===== config.mk =====
export PLATFORM = sky130hd
export DESIGN_NAME = pfc_tx_pause_config
export DESIGN_NICKNAME = d
export VERILOG_FILES = /design/src/core/pfc_queue_table.v /design/src/core/pfc_holdoff_timer.v /design/src/core/pfc_tx_pause_config.v
export VERILOG_INCLUDE_DIRS = /design/src /design/src/core
export SDC_FILE = /design/constraint.sdc
export NUM_CORES = 2
export LEC_CHECK = 0
export BUFFER_PORTS_ARGS = -buffer_cell sky130_fd_sc_hd__buf_2
export CAP_MARGIN = 0
export CORE_ASPECT_RATIO = 1.2
export CORE_MARGIN = 1.5
export CORE_UTILIZATION = 30
export DETAILED_ROUTE_END_ITERATION = 6
export HOLD_SLACK_MARGIN = 0.06
export PLACE_DENSITY_LB_ADDON = 0.05
export SLEW_MARGIN = 20
export SYNTH_ARGS = -nofsm -noshare
export SYNTH_HDL_FRONTEND = slang
export SYNTH_SLANG_ARGS = --single-unit

===== constraint.sdc =====
create_clock -name aclk -period 4.51 [get_ports aclk]
set_input_delay 0.451 -clock aclk [delete_from_list [all_inputs] [get_ports aclk]]
set_output_delay 0.451 -clock aclk [all_outputs]
set_load 0.1 [all_outputs]

===== src/core/pfc_defs.vh =====
`ifndef PFC_DEFS_VH
`define PFC_DEFS_VH
// register indices; byte address is four times the index
`define PFC_IDX_HOLDOFF_TIME_Q 12'h608
`define PFC_IDX_PAUSE_TIME_Q 12'h609
`define PFC_IDX_QUEUE_SELECT 12'h60A
`define PFC_IDX_UNI_EN 12'h60B
`define PFC_IDX_UNI_TIME 12'h60C
`define PFC_IDX_DA_LOW 12'h60D
`define PFC_IDX_DA_HIGH 12'h60E
`define PFC_IDX_SA_LOW 12'h60F
`define PFC_IDX_SA_HIGH 12'h610
`define PFC_IDX_CTRL 12'h611
`define PFC_IDX_STATUS 12'h612
// reset values
`define PFC_RST_UNI_EN 1'h0
`define PFC_RST_UNI_TIME 16'hFFFF
`define PFC_RST_DA_LOW 32'hC2000001
`define PFC_RST_DA_HIGH 16'h0180
`define PFC_RST_SA_LOW 32'hCBFC5ADD
`define PFC_RST_SA_HIGH 16'hE100
`define PFC_RST_Q_HOLDOFF 16'hFFFF
`define PFC_RST_Q_PAUSE 16'hFFFF
// pause quantum timing
`define PFC_QUANTUM_BITS 512
`define PFC_DATAPATH_BITS 512
`define PFC_CYC_PER_QUANTUM (`PFC_QUANTUM_BITS / `PFC_DATAPATH_BITS)
// axi responses
`define PFC_RESP_OKAY 2'h0
`define PFC_RESP_SLVERR 2'h2
`endif


===== src/core/pfc_queue_table.v =====
`timescale 1ns/1ns
`default_nettype none
// small per-queue table, registered read data
module pfc_queue_table #(
   parameter DEPTH_LOG2 = 3,
   parameter WIDTH = 16,
   parameter [15:0] INIT = 16'hFFFF
) (
   input wire aclk,
   input wire aresetn,
   input wire wr_en,
   input wire [DEPTH_LOG2-1:0] wr_index,
   input wire [WIDTH-1:0] wr_data,
   input wire [DEPTH_LOG2-1:0] rd_index,
   output reg [WIDTH-1:0] rd_data,
   output wire [(WIDTH<<DEPTH_LOG2)-1:0] all_data
);
   reg [WIDTH-1:0] mem [0:(1<<DEPTH_LOG2)-1];
   integer i;
   genvar g;
   generate
      for (g = 0; g < (1<<DEPTH_LOG2); g = g + 1) begin : flat
         assign all_data[g*WIDTH +: WIDTH] = mem[g];
      end
   endgenerate
   always @(posedge aclk) begin
      if (!aresetn) begin
         for (i = 0; i < (1<<DEPTH_LOG2); i = i + 1) begin
            mem[i] <= INIT[WIDTH-1:0];
         end
         rd_data <= INIT[WIDTH-1:0];
      end else begin
         if (wr_en) begin
            mem[wr_index] <= wr_data;
         end
         rd_data <= mem[rd_index];
      end
   end
endmodule // pfc_queue_table
`default_nettype wire


===== src/core/pfc_holdoff_timer.v =====
`timescale 1ns/1ns
`default_nettype none
// one queue's hold-off counter, loaded at the xoff send
module pfc_holdoff_timer #(
   parameter CYC_PER_QUANTUM = 1
) (
   input wire aclk,
   input wire aresetn,
   input wire xoff_sent,
   input wire pause_req,
   input wire uni_en,
   input wire [15:0] uni_time,
   input wire q_en,
   input wire [15:0] q_time,
   output wire holdoff_active
);
   localparam PW = (CYC_PER_QUANTUM > 1) ? $clog2(CYC_PER_QUANTUM) : 1;
   reg [15:0] quanta_left;
   reg [PW-1:0] prescale;
   reg [15:0] load_value;
   wire quantum_tick;
   always @* begin
      load_value = 16'h0000;
      if (q_en && q_time > load_value) begin
         load_value = q_time;
      end
      if (uni_en && uni_time > load_value) begin
         load_value = uni_time;
      end
   end
   // quantum is one cycle when the datapath carries 512 bits per clock
   assign quantum_tick = (CYC_PER_QUANTUM <= 1) ? 1'b1 :
      (prescale == CYC_PER_QUANTUM[PW-1:0] - 1'b1);
   assign holdoff_active = (quanta_left != 16'h0000);
   always @(posedge aclk) begin
      if (!aresetn) begin
         quanta_left <= 16'h0000;
         prescale <= {PW{1'b0}};
      end else if (xoff_sent) begin
         quanta_left <= load_value;
         prescale <= {PW{1'b0}};
      end else if (!pause_req && !uni_en) begin
         // per-queue hold-off lapses once the pause request is dropped while uniform hold-off is off
         quanta_left <= 16'h0000;
      end else if (holdoff_active) begin
         prescale <= quantum_tick ? {PW{1'b0}} : prescale + 1'b1;
         if (quantum_tick) begin
            quanta_left <= quanta_left - 16'h0001;
         end
      end
   end
endmodule // pfc_holdoff_timer
`default_nettype wire


===== src/core/pfc_tx_pause_config.v =====
// The AXI4-Lite slave port was chosen for this implementation.
`include "pfc_defs.vh"
`timescale 1ns/1ns
`default_nettype none
// -----------------------------------------------------------------------------
// Overview of operation
// - With the uniform enable set, every queue holds off retransmission after its xoff.
// - Each queue's hold-off is the larger of its own time and the uniform time, each counted only when enabled.
// - The uniform time is 16 bits of pause quanta, a quantum being 512 bit times.
// - On the 100G datapath one quantum counts as one clock cycle.
// - Uniform hold-off and frame address registers exist only in priority flow mode.
// - Frame destination is the high destination word above the low word.
// - Destination resets to the standard multicast address and is software writable.
// - Any destination value is placed in frames unchanged.
// - Source low 32 bits come from the low source register; the high 16 bits reset to E100.
// - Per-queue hold-off needs its enable and the queue's pause request at the xoff; dropping the request ends it only while uniform hold-off is off.
// - Per-queue hold-off and pause time table accesses use a 3-bit queue select.
// -----------------------------------------------------------------------------
module pfc_tx_pause_config #(
   parameter PRIORITY_MODE = 1,
   parameter NUM_QUEUES_LOG2 = 3,
   parameter CYC_PER_QUANTUM = `PFC_CYC_PER_QUANTUM
) (
   input wire aclk,
   input wire aresetn,
   input wire [31:0] s_axi_awaddr,
   input wire s_axi_awvalid,
   output wire s_axi_awready,
   input wire [31:0] s_axi_wdata,
   input wire [3:0] s_axi_wstrb,
   input wire s_axi_wvalid,
   output wire s_axi_wready,
   output reg [1:0] s_axi_bresp,
   output reg s_axi_bvalid,
   input wire s_axi_bready,
   input wire [31:0] s_axi_araddr,
   input wire s_axi_arvalid,
   output wire s_axi_arready,
   output reg [31:0] s_axi_rdata,
   output reg [1:0] s_axi_rresp,
   output reg s_axi_rvalid,
   input wire s_axi_rready,
   input wire [(1<<NUM_QUEUES_LOG2)-1:0] xoff_sent,
   input wire [(1<<NUM_QUEUES_LOG2)-1:0] pause_req,
   output reg [(1<<NUM_QUEUES_LOG2)-1:0] holdoff_active,
   output reg [47:0] pfc_dest_addr,
   output reg [47:0] pfc_src_addr,
   output wire [(16<<NUM_QUEUES_LOG2)-1:0] pause_time_table
);
   localparam NQ = 1 << NUM_QUEUES_LOG2;
   // -----------------------------------------------------------------------
   // registers
   // -----------------------------------------------------------------------
   reg uniform_holdoff_enable;
   reg [15:0] uniform_holdoff_time;
   reg [31:0] pfc_dest_addr_low;
   reg [15:0] pfc_dest_addr_high;
   reg [31:0] pfc_src_addr_low;
   reg [15:0] pfc_src_addr_high;
   reg [NUM_QUEUES_LOG2-1:0] queue_select_index;
   // per-queue hold-off enables, one bit per queue
   reg [NQ-1:0] per_queue_holdoff_en;
   // -----------------------------------------------------------------------
   // axi4-lite write path
   // -----------------------------------------------------------------------
   reg [31:0] aw_addr;
   reg aw_held;
   reg [31:0] w_data;
   reg [3:0] w_strb;
   reg w_held;
   wire do_write;
   wire [11:0] w_idx;
   wire [31:0] wr_mask;
   wire [31:0] wmerge_base;
   reg [31:0] wr_cur;
   reg w_ok;
   // a channel closes while its beat waits or a response is out: one write at a time
   assign s_axi_awready = !aw_held && !s_axi_bvalid;
   assign s_axi_wready = !w_held && !s_axi_bvalid;
   assign do_write = aw_held && w_held && !s_axi_bvalid;
   assign w_idx = aw_addr[13:2];
   assign wr_mask = {{8{w_strb[3]}}, {8{w_strb[2]}}, {8{w_strb[1]}}, {8{w_strb[0]}}};
   // strobes merge with the current value so narrow writes keep other bytes
   assign wmerge_base = (w_data & wr_mask) | (wr_cur & ~wr_mask);
   wire hq_wr = do_write && w_ok && (w_idx == `PFC_IDX_HOLDOFF_TIME_Q);
   wire pq_wr = do_write && w_ok && (w_idx == `PFC_IDX_PAUSE_TIME_Q);
   wire [15:0] hq_rd;
   wire [15:0] pq_rd;
   wire [(16<<NUM_QUEUES_LOG2)-1:0] hq_all;
   // -----------------------------------------------------------------------
   // write decode
   // -----------------------------------------------------------------------
   // decode of what a write index maps to, and the current value for merging
   always @* begin
      w_ok = 1'b1;
      wr_cur = 32'h00000000;
      case (w_idx)
         `PFC_IDX_HOLDOFF_TIME_Q: wr_cur = {16'h0000, hq_rd};
         `PFC_IDX_PAUSE_TIME_Q: wr_cur = {16'h0000, pq_rd};
         `PFC_IDX_QUEUE_SELECT: wr_cur[NUM_QUEUES_LOG2-1:0] = queue_select_index;
         `PFC_IDX_CTRL: wr_cur[NQ-1:0] = per_queue_holdoff_en;
         `PFC_IDX_UNI_EN: begin
            w_ok = (PRIORITY_MODE != 0);
            wr_cur = {31'h00000000, uniform_holdoff_enable};
         end
         `PFC_IDX_UNI_TIME: begin
            w_ok = (PRIORITY_MODE != 0);
            wr_cur = {16'h0000, uniform_holdoff_time};
         end
         `PFC_IDX_DA_LOW: begin
            w_ok = (PRIORITY_MODE != 0);
            wr_cur = pfc_dest_addr_low;
         end
         `PFC_IDX_DA_HIGH: begin
            w_ok = (PRIORITY_MODE != 0);
            wr_cur = {16'h0000, pfc_dest_addr_high};
         end
         `PFC_IDX_SA_LOW: begin
            w_ok = (PRIORITY_MODE != 0);
            wr_cur = pfc_src_addr_low;
         end
         `PFC_IDX_SA_HIGH: begin
            w_ok = (PRIORITY_MODE != 0);
            wr_cur = {16'h0000, pfc_src_addr_high};
         end
         default: w_ok = 1'b0;
      endcase
      // addresses above the window are refused, never aliased onto a register
      if (aw_addr[31:14] != 18'h00000) begin
         w_ok = 1'b0;
      end
   end
   always @(posedge aclk) begin
      if (!aresetn) begin
         aw_held <= 1'b0;
         w_held <= 1'b0;
         aw_addr <= 32'h00000000;
         w_data <= 32'h00000000;
         w_strb <= 4'h0;
         s_axi_bvalid <= 1'b0;
         s_axi_bresp <= `PFC_RESP_OKAY;
         uniform_holdoff_enable <= `PFC_RST_UNI_EN;
         uniform_holdoff_time <= `PFC_RST_UNI_TIME;
         pfc_dest_addr_low <= `PFC_RST_DA_LOW;
         pfc_dest_addr_high <= `PFC_RST_DA_HIGH;
         pfc_src_addr_low <= `PFC_RST_SA_LOW;
         pfc_src_addr_high <= `PFC_RST_SA_HIGH;
         queue_select_index <= {NUM_QUEUES_LOG2{1'b0}};
         per_queue_holdoff_en <= {NQ{1'b0}};
      end else begin
         // address and data come in either order; the first waits for the other
         if (s_axi_awvalid && s_axi_awready) begin
            aw_addr <= s_axi_awaddr;
            aw_held <= 1'b1;
         end
         if (s_axi_wvalid && s_axi_wready) begin
            w_data <= s_axi_wdata;
            w_strb <= s_axi_wstrb;
            w_held <= 1'b1;
         end
         if (do_write) begin
            aw_held <= 1'b0;
            w_held <= 1'b0;
            s_axi_bvalid <= 1'b1;
            s_axi_bresp <= w_ok ? `PFC_RESP_OKAY : `PFC_RESP_SLVERR;
            if (w_ok) begin
               case (w_idx)
                  `PFC_IDX_QUEUE_SELECT: queue_select_index <= wmerge_base[NUM_QUEUES_LOG2-1:0];
                  `PFC_IDX_CTRL: per_queue_holdoff_en <= wmerge_base[NQ-1:0];
                  `PFC_IDX_UNI_EN: uniform_holdoff_enable <= wmerge_base[0];
                  `PFC_IDX_UNI_TIME: uniform_holdoff_time <= wmerge_base[15:0];
                  `PFC_IDX_DA_LOW: pfc_dest_addr_low <= wmerge_base;
                  `PFC_IDX_DA_HIGH: pfc_dest_addr_high <= wmerge_base[15:0];
                  `PFC_IDX_SA_LOW: pfc_src_addr_low <= wmerge_base;
                  `PFC_IDX_SA_HIGH: pfc_src_addr_high <= wmerge_base[15:0];
                  default: ;
               endcase
            end
         end else if (s_axi_bvalid && s_axi_bready) begin
            s_axi_bvalid <= 1'b0;
         end
      end
   end
   // -----------------------------------------------------------------------
   // per-queue tables, both indexed by the queue select
   // -----------------------------------------------------------------------
   pfc_queue_table #(
      .DEPTH_LOG2(NUM_QUEUES_LOG2),
      .WIDTH(16),
      .INIT(`PFC_RST_Q_HOLDOFF)
   ) u_holdoff_table (
      .aclk(aclk),
      .aresetn(aresetn),
      .wr_en(hq_wr),
      .wr_index(queue_select_index),
      .wr_data(wmerge_base[15:0]),
      .rd_index(queue_select_index),
      .rd_data(hq_rd),
      .all_data(hq_all)
   );
   pfc_queue_table #(
      .DEPTH_LOG2(NUM_QUEUES_LOG2),
      .WIDTH(16),
      .INIT(`PFC_RST_Q_PAUSE)
   ) u_pause_table (
      .aclk(aclk),
      .aresetn(aresetn),
      .wr_en(pq_wr),
      .wr_index(queue_select_index),
      .wr_data(wmerge_base[15:0]),
      .rd_index(queue_select_index),
      .rd_data(pq_rd),
      .all_data(pause_time_table)
   );
   // -----------------------------------------------------------------------
   // axi4-lite read path
   // -----------------------------------------------------------------------
   // one-cycle wait state lets the table's registered read data settle
   reg rd_wait;
   reg [11:0] r_idx;
   reg r_bad;
   wire [NQ-1:0] holdoff_raw;
   assign s_axi_arready = !rd_wait && !s_axi_rvalid;
   always @(posedge aclk) begin
      if (!aresetn) begin
         rd_wait <= 1'b0;
         r_idx <= 12'h000;
         r_bad <= 1'b0;
         s_axi_rvalid <= 1'b0;
         s_axi_rdata <= 32'h00000000;
         s_axi_rresp <= `PFC_RESP_OKAY;
      end else if (s_axi_arvalid && s_axi_arready) begin
         rd_wait <= 1'b1;
         r_idx <= s_axi_araddr[13:2];
         r_bad <= (s_axi_araddr[31:14] != 18'h00000);
      end else if (rd_wait) begin
         rd_wait <= 1'b0;
         s_axi_rvalid <= 1'b1;
         s_axi_rresp <= `PFC_RESP_OKAY;
         s_axi_rdata <= 32'h00000000;
         case (r_idx)
            `PFC_IDX_HOLDOFF_TIME_Q: s_axi_rdata <= {16'h0000, hq_rd};
            `PFC_IDX_PAUSE_TIME_Q: s_axi_rdata <= {16'h0000, pq_rd};
            `PFC_IDX_QUEUE_SELECT: s_axi_rdata[NUM_QUEUES_LOG2-1:0] <= queue_select_index;
            `PFC_IDX_CTRL: s_axi_rdata[NQ-1:0] <= per_queue_holdoff_en;
            `PFC_IDX_STATUS: s_axi_rdata[NQ-1:0] <= holdoff_raw;
            `PFC_IDX_UNI_EN: s_axi_rdata[0] <= uniform_holdoff_enable;
            `PFC_IDX_UNI_TIME: s_axi_rdata[15:0] <= uniform_holdoff_time;
            `PFC_IDX_DA_LOW: s_axi_rdata <= pfc_dest_addr_low;
            `PFC_IDX_DA_HIGH: s_axi_rdata[15:0] <= pfc_dest_addr_high;
            `PFC_IDX_SA_LOW: s_axi_rdata <= pfc_src_addr_low;
            `PFC_IDX_SA_HIGH: s_axi_rdata[15:0] <= pfc_src_addr_high;
            default: s_axi_rresp <= `PFC_RESP_SLVERR;
         endcase
         // in standard flow mode the priority-only registers read as absent
         if (r_bad || (PRIORITY_MODE == 0 && r_idx >= `PFC_IDX_UNI_EN
               && r_idx <= `PFC_IDX_SA_HIGH)) begin
            s_axi_rresp <= `PFC_RESP_SLVERR;
            s_axi_rdata <= 32'h00000000;
         end
      end else if (s_axi_rvalid && s_axi_rready) begin
         s_axi_rvalid <= 1'b0;
      end
   end
   // -----------------------------------------------------------------------
   // per-queue hold-off timers and frame addresses
   // -----------------------------------------------------------------------
   // each queue times its own hold-off; only the uniform settings are shared
   genvar q;
   generate
      for (q = 0; q < NQ; q = q + 1) begin : queue
         pfc_holdoff_timer #(
            .CYC_PER_QUANTUM(CYC_PER_QUANTUM)
         ) u_timer (
            .aclk(aclk),
            .aresetn(aresetn),
            .xoff_sent(xoff_sent[q]),
            .pause_req(pause_req[q]),
            .uni_en(uniform_holdoff_enable && (PRIORITY_MODE != 0)),
            .uni_time(uniform_holdoff_time),
            .q_en(per_queue_holdoff_en[q] && pause_req[q]),
            .q_time(hq_all[q*16 +: 16]),
            .holdoff_active(holdoff_raw[q])
         );
      end
   endgenerate
   // registered copies give the frame builder outputs that start on a flop
   always @(posedge aclk) begin
      if (!aresetn) begin
         holdoff_active <= {NQ{1'b0}};
         pfc_dest_addr <= {`PFC_RST_DA_HIGH, `PFC_RST_DA_LOW};
         pfc_src_addr <= {`PFC_RST_SA_HIGH, `PFC_RST_SA_LOW};
      end else begin
         holdoff_active <= holdoff_raw;
         pfc_dest_addr <= {pfc_dest_addr_high, pfc_dest_addr_low};
         pfc_src_addr <= {pfc_src_addr_high, pfc_src_addr_low};
      end
   end
endmodule // pfc_tx_pause_config
`default_nettype wire


======== Yosys cells after proc, flatten, opt, wreduce, memory -nomap -nowiden ========
Memories as Yosys holds them, arrays and structs flattened. A register that Yosys moved wholly into a read port is not among the register bits.
Cells that the tools add are included.
word-level totals
  bits in writable memories ............... 256
  memories ................................ 2
  bits of input ports ..................... 123
  flip-flop bits (word level) ............. 478
  output and inout bits ................... 273
cells by class
  equality and inequality tests ........... 21
  add/sub/neg operators ................... 8
  $lt $le $gt $ge ......................... 16
  reductions and logical operators ........ 96
  bitwise logic cells ..................... 6
  muxes and demuxes ....................... 72
memories
  memory               depth  bits a word  rd ports  clocked after memory_dff  wr ports  line                  source
  u_holdoff_table.mem  8      16           9         1                         8         pfc_queue_table.v:18  reg [WIDTH-1:0] mem [0:(1<<DEPTH_LOG2)-1];
  u_pause_table.mem    8      16           9         1                         8         pfc_queue_table.v:18
operators with widths
  kind                     count
  $mux W16                 42
  $eq A12 B11 Y1 const B   21
  $pmux W24 S7             1
  $gt A16 B1 Y1 const B    8
  $gt A16 B16 Y1           8
  $reduce_bool A16 Y1      8
  $sub A16 B1 Y16 const B  8
  $and A32 B32 Y32         2
  $pmux W8 S7              1
  $logic_and A1 B1 Y1      45
  $pmux W5 S9              1
  $pmux W5 S8              1
  $reduce_bool A18 Y1      2
  $mux W32                 1
  $not A32 Y32             1
  $or A32 B32 Y32          1
  $pmux W16 S2             1
  $reduce_or A16 Y1        2
  $pmux W3 S10             1
  $reduce_and A3 Y1        8
  $reduce_bool A3 Y1       8
  $pmux W2 S10             1
  $logic_not A1 Y1         16
  $mux W1                  16
  other kinds (9)          15

======== Logic depth before layout (Yosys ltp) ========
  word-level depth ........................ 11
  depth in mapped cells ................... 13

======== Modules after synthesis ========
From an unflattened synthesis, not the netlist that was laid out.
second synthesis, totals
  cell total of the unflattened synthesis .. 4147
  area total of the unflattened synthesis .. 39506.6 um2
by module, submodules not included
  module                                     area an instance (um2)  cells each  instances
  pfc_tx_pause_config                        14620.3                 1728        1
  pfc_queue_table                            6247.2                  439         2
  pfc_holdoff_timer at queue[0].u_timer ...  1547.7                  192         7
  pfc_holdoff_timer at queue[7].u_timer      1557.7                  197         1

======== Worst setup path after synthesis ========
No wires, ideal clock.
  path type ............................... input to register
  start point ............................. input pause_req[6]
  end point ............................... register queue[6].u_timer.quanta_left[10]
  library setup time ...................... 76 ps
  data arrival time ....................... 3390 ps
  path slack .............................. 1044 ps
  data required time ...................... 4434 ps
  stages .................................. 12
  cell sequence ........................... nand2_1 a41oi_1 clkbuf_1 nand2_1 ha_1 a21oi_1 nand2_1 a221o_1 o311ai_2 buf_2 mux2_2 o22ai_1
on the way
  word-level cells in the longest chain between the ends .. 7
RTL lines
  element                 line                       source
  start: declaration      pfc_tx_pause_config.v:44   input wire [(1<<NUM_QUEUES_LOG2)-1:0] pause_req,
  $logic_and A1 B1 Y1     pfc_tx_pause_config.v:281  .q_en(per_queue_holdoff_en[q] && pause_req[q]),
  $logic_and A1 B1 Y1     pfc_holdoff_timer.v:24     if (q_en && q_time > load_value) begin
  $mux W16                pfc_holdoff_timer.v:24
  $gt A16 B16 Y1          pfc_holdoff_timer.v:27     if (uni_en && uni_time > load_value) begin
  $logic_and A1 B1 Y1     pfc_holdoff_timer.v:27
  $mux W16                pfc_holdoff_timer.v:27
  $mux W16                pfc_holdoff_timer.v:39     end else if (xoff_sent) begin
  end signal: assignment  pfc_holdoff_timer.v:40     quanta_left <= load_value;
  end signal: assignment  pfc_holdoff_timer.v:48     quanta_left <= quanta_left - 16'h0001;
  end: declaration        pfc_holdoff_timer.v:18     reg [15:0] quanta_left;
Several ways; a longest one is shown, not always the timed one.
A chain may end at the register's enable or synchronous reset.

==> out/qor.yml <==
clock_network:
  clock_sinks: 762
  path_clk_slew_ns: 0.06
  cts_htree_levels: 3
  clockBufferDepth: 3
  worstSkewPairLatency_ns: 0.72
  cts_tree: "yes"
  root_buffer: "clkbuf_16"
  cts_buffers: 87
sta:
  rsz0062_at_grt: "false"
  period_needed_ns: 3.94
  fmax_mhz: 254
  hold_viol_final: 0
  drv_slew: 0
  fin_skew_ns: 0.0394
  worst_slack_ns: 0.570
  setup_viol_count_final: 0
  setup-tns-final_ns: 0
  holdWs_ns: 0.103
  post-route-period-util: 0.874
  max_slew_margin: 0.221
  tightest_slew_ns: 1.17
logic_synthesis:
  synth_top_area_frac: 0.274
  synth_area_leaders: "dfxtp_1, edfxtp_1, nand2_1, ha_1, a21oi_1"
  synth_edf_count: 256
  async_reset_ff_frac: 0
  yosysWarningCount: 0
  synth_ff_type: "dfxtp_1"
  synth-seq-cells: 762
  synthesis.area_um2: 37000
  synthCells: 3905
  syn_area_per_cell_um2: 9.48
  yosysSeqAreaShare: 0.481
  synth_top_area_cell: "dfxtp_1"
  ys_types: 91
hold_path:
  hold_path_end: "queue[4].u_timer.quanta_left[4]"
  hp-class: "primary input to flip-flop"
  min-delay-start: "xoff_sent[4]"
  hold_depth: 4
job:
  cap_viol_max_count: 0
worst_setup_path:
  reg2regPathDepth: 12
  critPathKind: "flip-flop to flip-flop"
  cpPeakStageDelay_ns: 0.69
  worstPathRequired_ns: 5.13
  crit_path_max_fanout: 18
  startpoint: "u_holdoff_table.mem[5][3]"
  cp_common_cell: "buf_4"
  path_cells: "nor4_1, a41oi_1, buf_4, nand2_1, ha_1, a21o_1, nand3_1, a21oi_1, o41a_1, buf_4, or3b_2, a31oi_1"
  cp-start-kind: "flip-flop"
  worst_setup_path_end_kind: "flip-flop"
  slowest_stage: "o41a_1"
  r2r-end: "queue[5].u_timer.quanta_left[4]"
  reg2reg_slack_ns: 0.57
  rr_startpoint: "u_holdoff_table.mem[5][3]"
  cp.arrival_ns: 4.56
layout:
  final_cell_mix: "nand2_1, dfxtp_1, buf_2, a21oi_1, edfxtp_1"
  layout_commonest_cell: "nand2_1"
  finish.instance_area_um2: 45300
  drive_gt1_frac: 0.199
  fin_nets: 4636
  antenna_cells: 0
  synthToLayoutAreaGrowth_pct: 22.5
detailed_routing:
  postRouteAntennaNets: 0
  num_vias: 33494
  remaining_drc_errors: 0
  routed_wl_um: 176000
  routed_via_density: 5.50
  drtIter0Drc: 2778
  post_drt_wl_per_cell_um: 28.9
  drt_first_pass_iters: 6
grt:
  overflow: 0
  antenna_found_initial: 2
  grt_pass1_vias: 33146
  grt_pass1_wl_um: 247000
  grt_max_degree: 144
  grt_use_total: 0.275
pwr:
  clkPwrFrac: 0.305
  power.total_mw: 24.2
  p_leak_nw: 16.5
  swShare: 0.366
  p_sw_mw: 8.84
  vdd_drop_max_mv: 0.365
  power.density_nw_per_um2: 533
  power_frac_seq: 0.348
  internal_power_mw: 15.3
  comb_power_share: 0.347
floorplanning:
  coreArea_um2: 123000
  die_h_um: 388
  ios: 396
  start_util: 0.302
  die-area_um2: 126000
  rows: 141
  chipWidth_um: 324
placed_design:
  dp_slack_ns: 0.536
  dp_hpwl_um: 129000
  gp_congestion: 0.939
  placed_area_um2: 41600
  io_buffers: 389
outcome:
  status: "complete, no violations"
synth_stat cells, types with 17 or more instances:
| master | instances |
|---|---|
| ha_1 | 136 |
| edfxtp_1 | 256 |
| inv_1 | 41 |
| xor2_1 | 35 |
| a21oi_1 | 265 |
| a22oi_1 | 106 |
| nor4_1 | 67 |
| buf_1 | 29 |
| o21ai_0 | 108 |
| o22ai_1 | 59 |
| mux2i_1 | 64 |
| mux2_2 | 73 |
| a31oi_1 | 26 |
| nand4_1 | 62 |
| nand3_1 | 108 |
| or4_1 | 20 |
| mux4_2 | 22 |
| nand2b_1 | 58 |
| o31ai_1 | 22 |
| a22o_1 | 22 |
| xnor2_1 | 72 |
| a221o_1 | 58 |
| and2_1 | 90 |
| a2bb2oi_1 | 35 |
| a221oi_1 | 17 |
| dfxtp_1 | 506 |
| nor2b_1 | 28 |
| clkbuf_1 | 180 |
| nor2_1 | 219 |
| nor3_1 | 50 |
| buf_2 | 61 |
| o211ai_1 | 50 |
| o2bb2ai_1 | 19 |
| nand2_1 | 732 |
layer usage:
layer / share of wire / vias to the layer above / global-route usage
li1: - / 15293 / -
met1: 0.41 / 16680 / 0.341
met2: 0.49 / 1211 / 0.467
met3: 0.057 / 308 / 0.0434
met4: 0.045 / 2 / 0.120
met5: 0.00011 / - / 0
final cells by class:
type | count | area (um^2)
Timing Repair Buffer | 655 | 4270
Fill cell | 12778 | 77400
Tap cell | 1644 | 2060
Clock buffer | 113 | 2430
Inverter | 44 | 170
Sequential cell | 762 | 17800
Clock inverter | 43 | 490
Multi-Input combinational cell | 2827 | 18100
flip-flops by register name, indices dropped and copies added (netlist names), 30 cells and up:
name	count
queue.u_timer.quanta_left	128
u_holdoff_table.mem	128
u_pause_table.mem	128
pfc_dest_addr	48
pfc_src_addr	48
pfc_dest_addr_low	32
pfc_src_addr_low	32
s_axi_rdata	32
w_data	32
aw_addr	30
worst max-delay path: cells and delay by family (launching register included):
family / cells / cell delay [ns]
and+or+nand+nor: 4 / 1.12
buffers and inverters: 2 / 0.56
DFF: 1 / 0.44
adders and majority gates: 1 / 0.26
AOI/OAI and AO/OA: 5 / 1.46
worst max path at each step:
stage	cells past startpoint	endpoint
finish	12	queue[5].u_timer.quanta_left[4]
global placement	11	queue[2].u_timer.quanta_left[1]
global route	12	queue[5].u_timer.quanta_left[4]
detailed placement	13	queue[5].u_timer.quanta_left[4]
floorplan	12	queue[6].u_timer.quanta_left[10]
CTS	11	queue[2].u_timer.quanta_left[1]
per-stage QoR:
stage | std cells | util
floorplan | 3906 | -
global placement | 5849 | 0.339
detailed placement | 5849 | 0.339
CTS | 6087 | 0.369
global route | 6088 | 0.369
finish | 6088 | 0.369
power groups by stage:
stage          registers (mW)  logic [mW]  clock network (mW)
2_1_floorplan            8.92        6.02                   0
3_3_place_gp             8.55        8.37                   0
3_5_place_dp             8.55        8.35                   0
4_1_cts                  8.41        8.48                7.55
5_1_grt                  8.51        9.26                7.78
6_report                 8.41        8.38                7.37
timing repair:
| action | CTS | global route |
|---|---|---|
| hold endpoints to repair | 81 | 0 |
| hold buffers | 82 | 0 |
| buffers inserted | 0 | 0 |
| gates resized for setup | 0 | 0 |
cells by family (layout without fill, tap and decap cells):
| family | after synthesis | count (layout) | share of synthesized area |
|---|---|---|---|
| AOI/OAI and AO/OA | 896 | 896 | 0.165 |
| xor gates and xnor gates | 107 | 107 | 0.0253 |
| adders and majority gates | 136 | 136 | 0.0460 |
| buffers and inverters | 317 | 855 | 0.0347 |
| DFF | 762 | 762 | 0.481 |
| muxes | 159 | 159 | 0.0529 |
| other | 1 | 2 | 0.000101 |
| and+or+nand+nor | 1527 | 1527 | 0.195 |
Note: power is estimated with default switching activity, not from simulation.
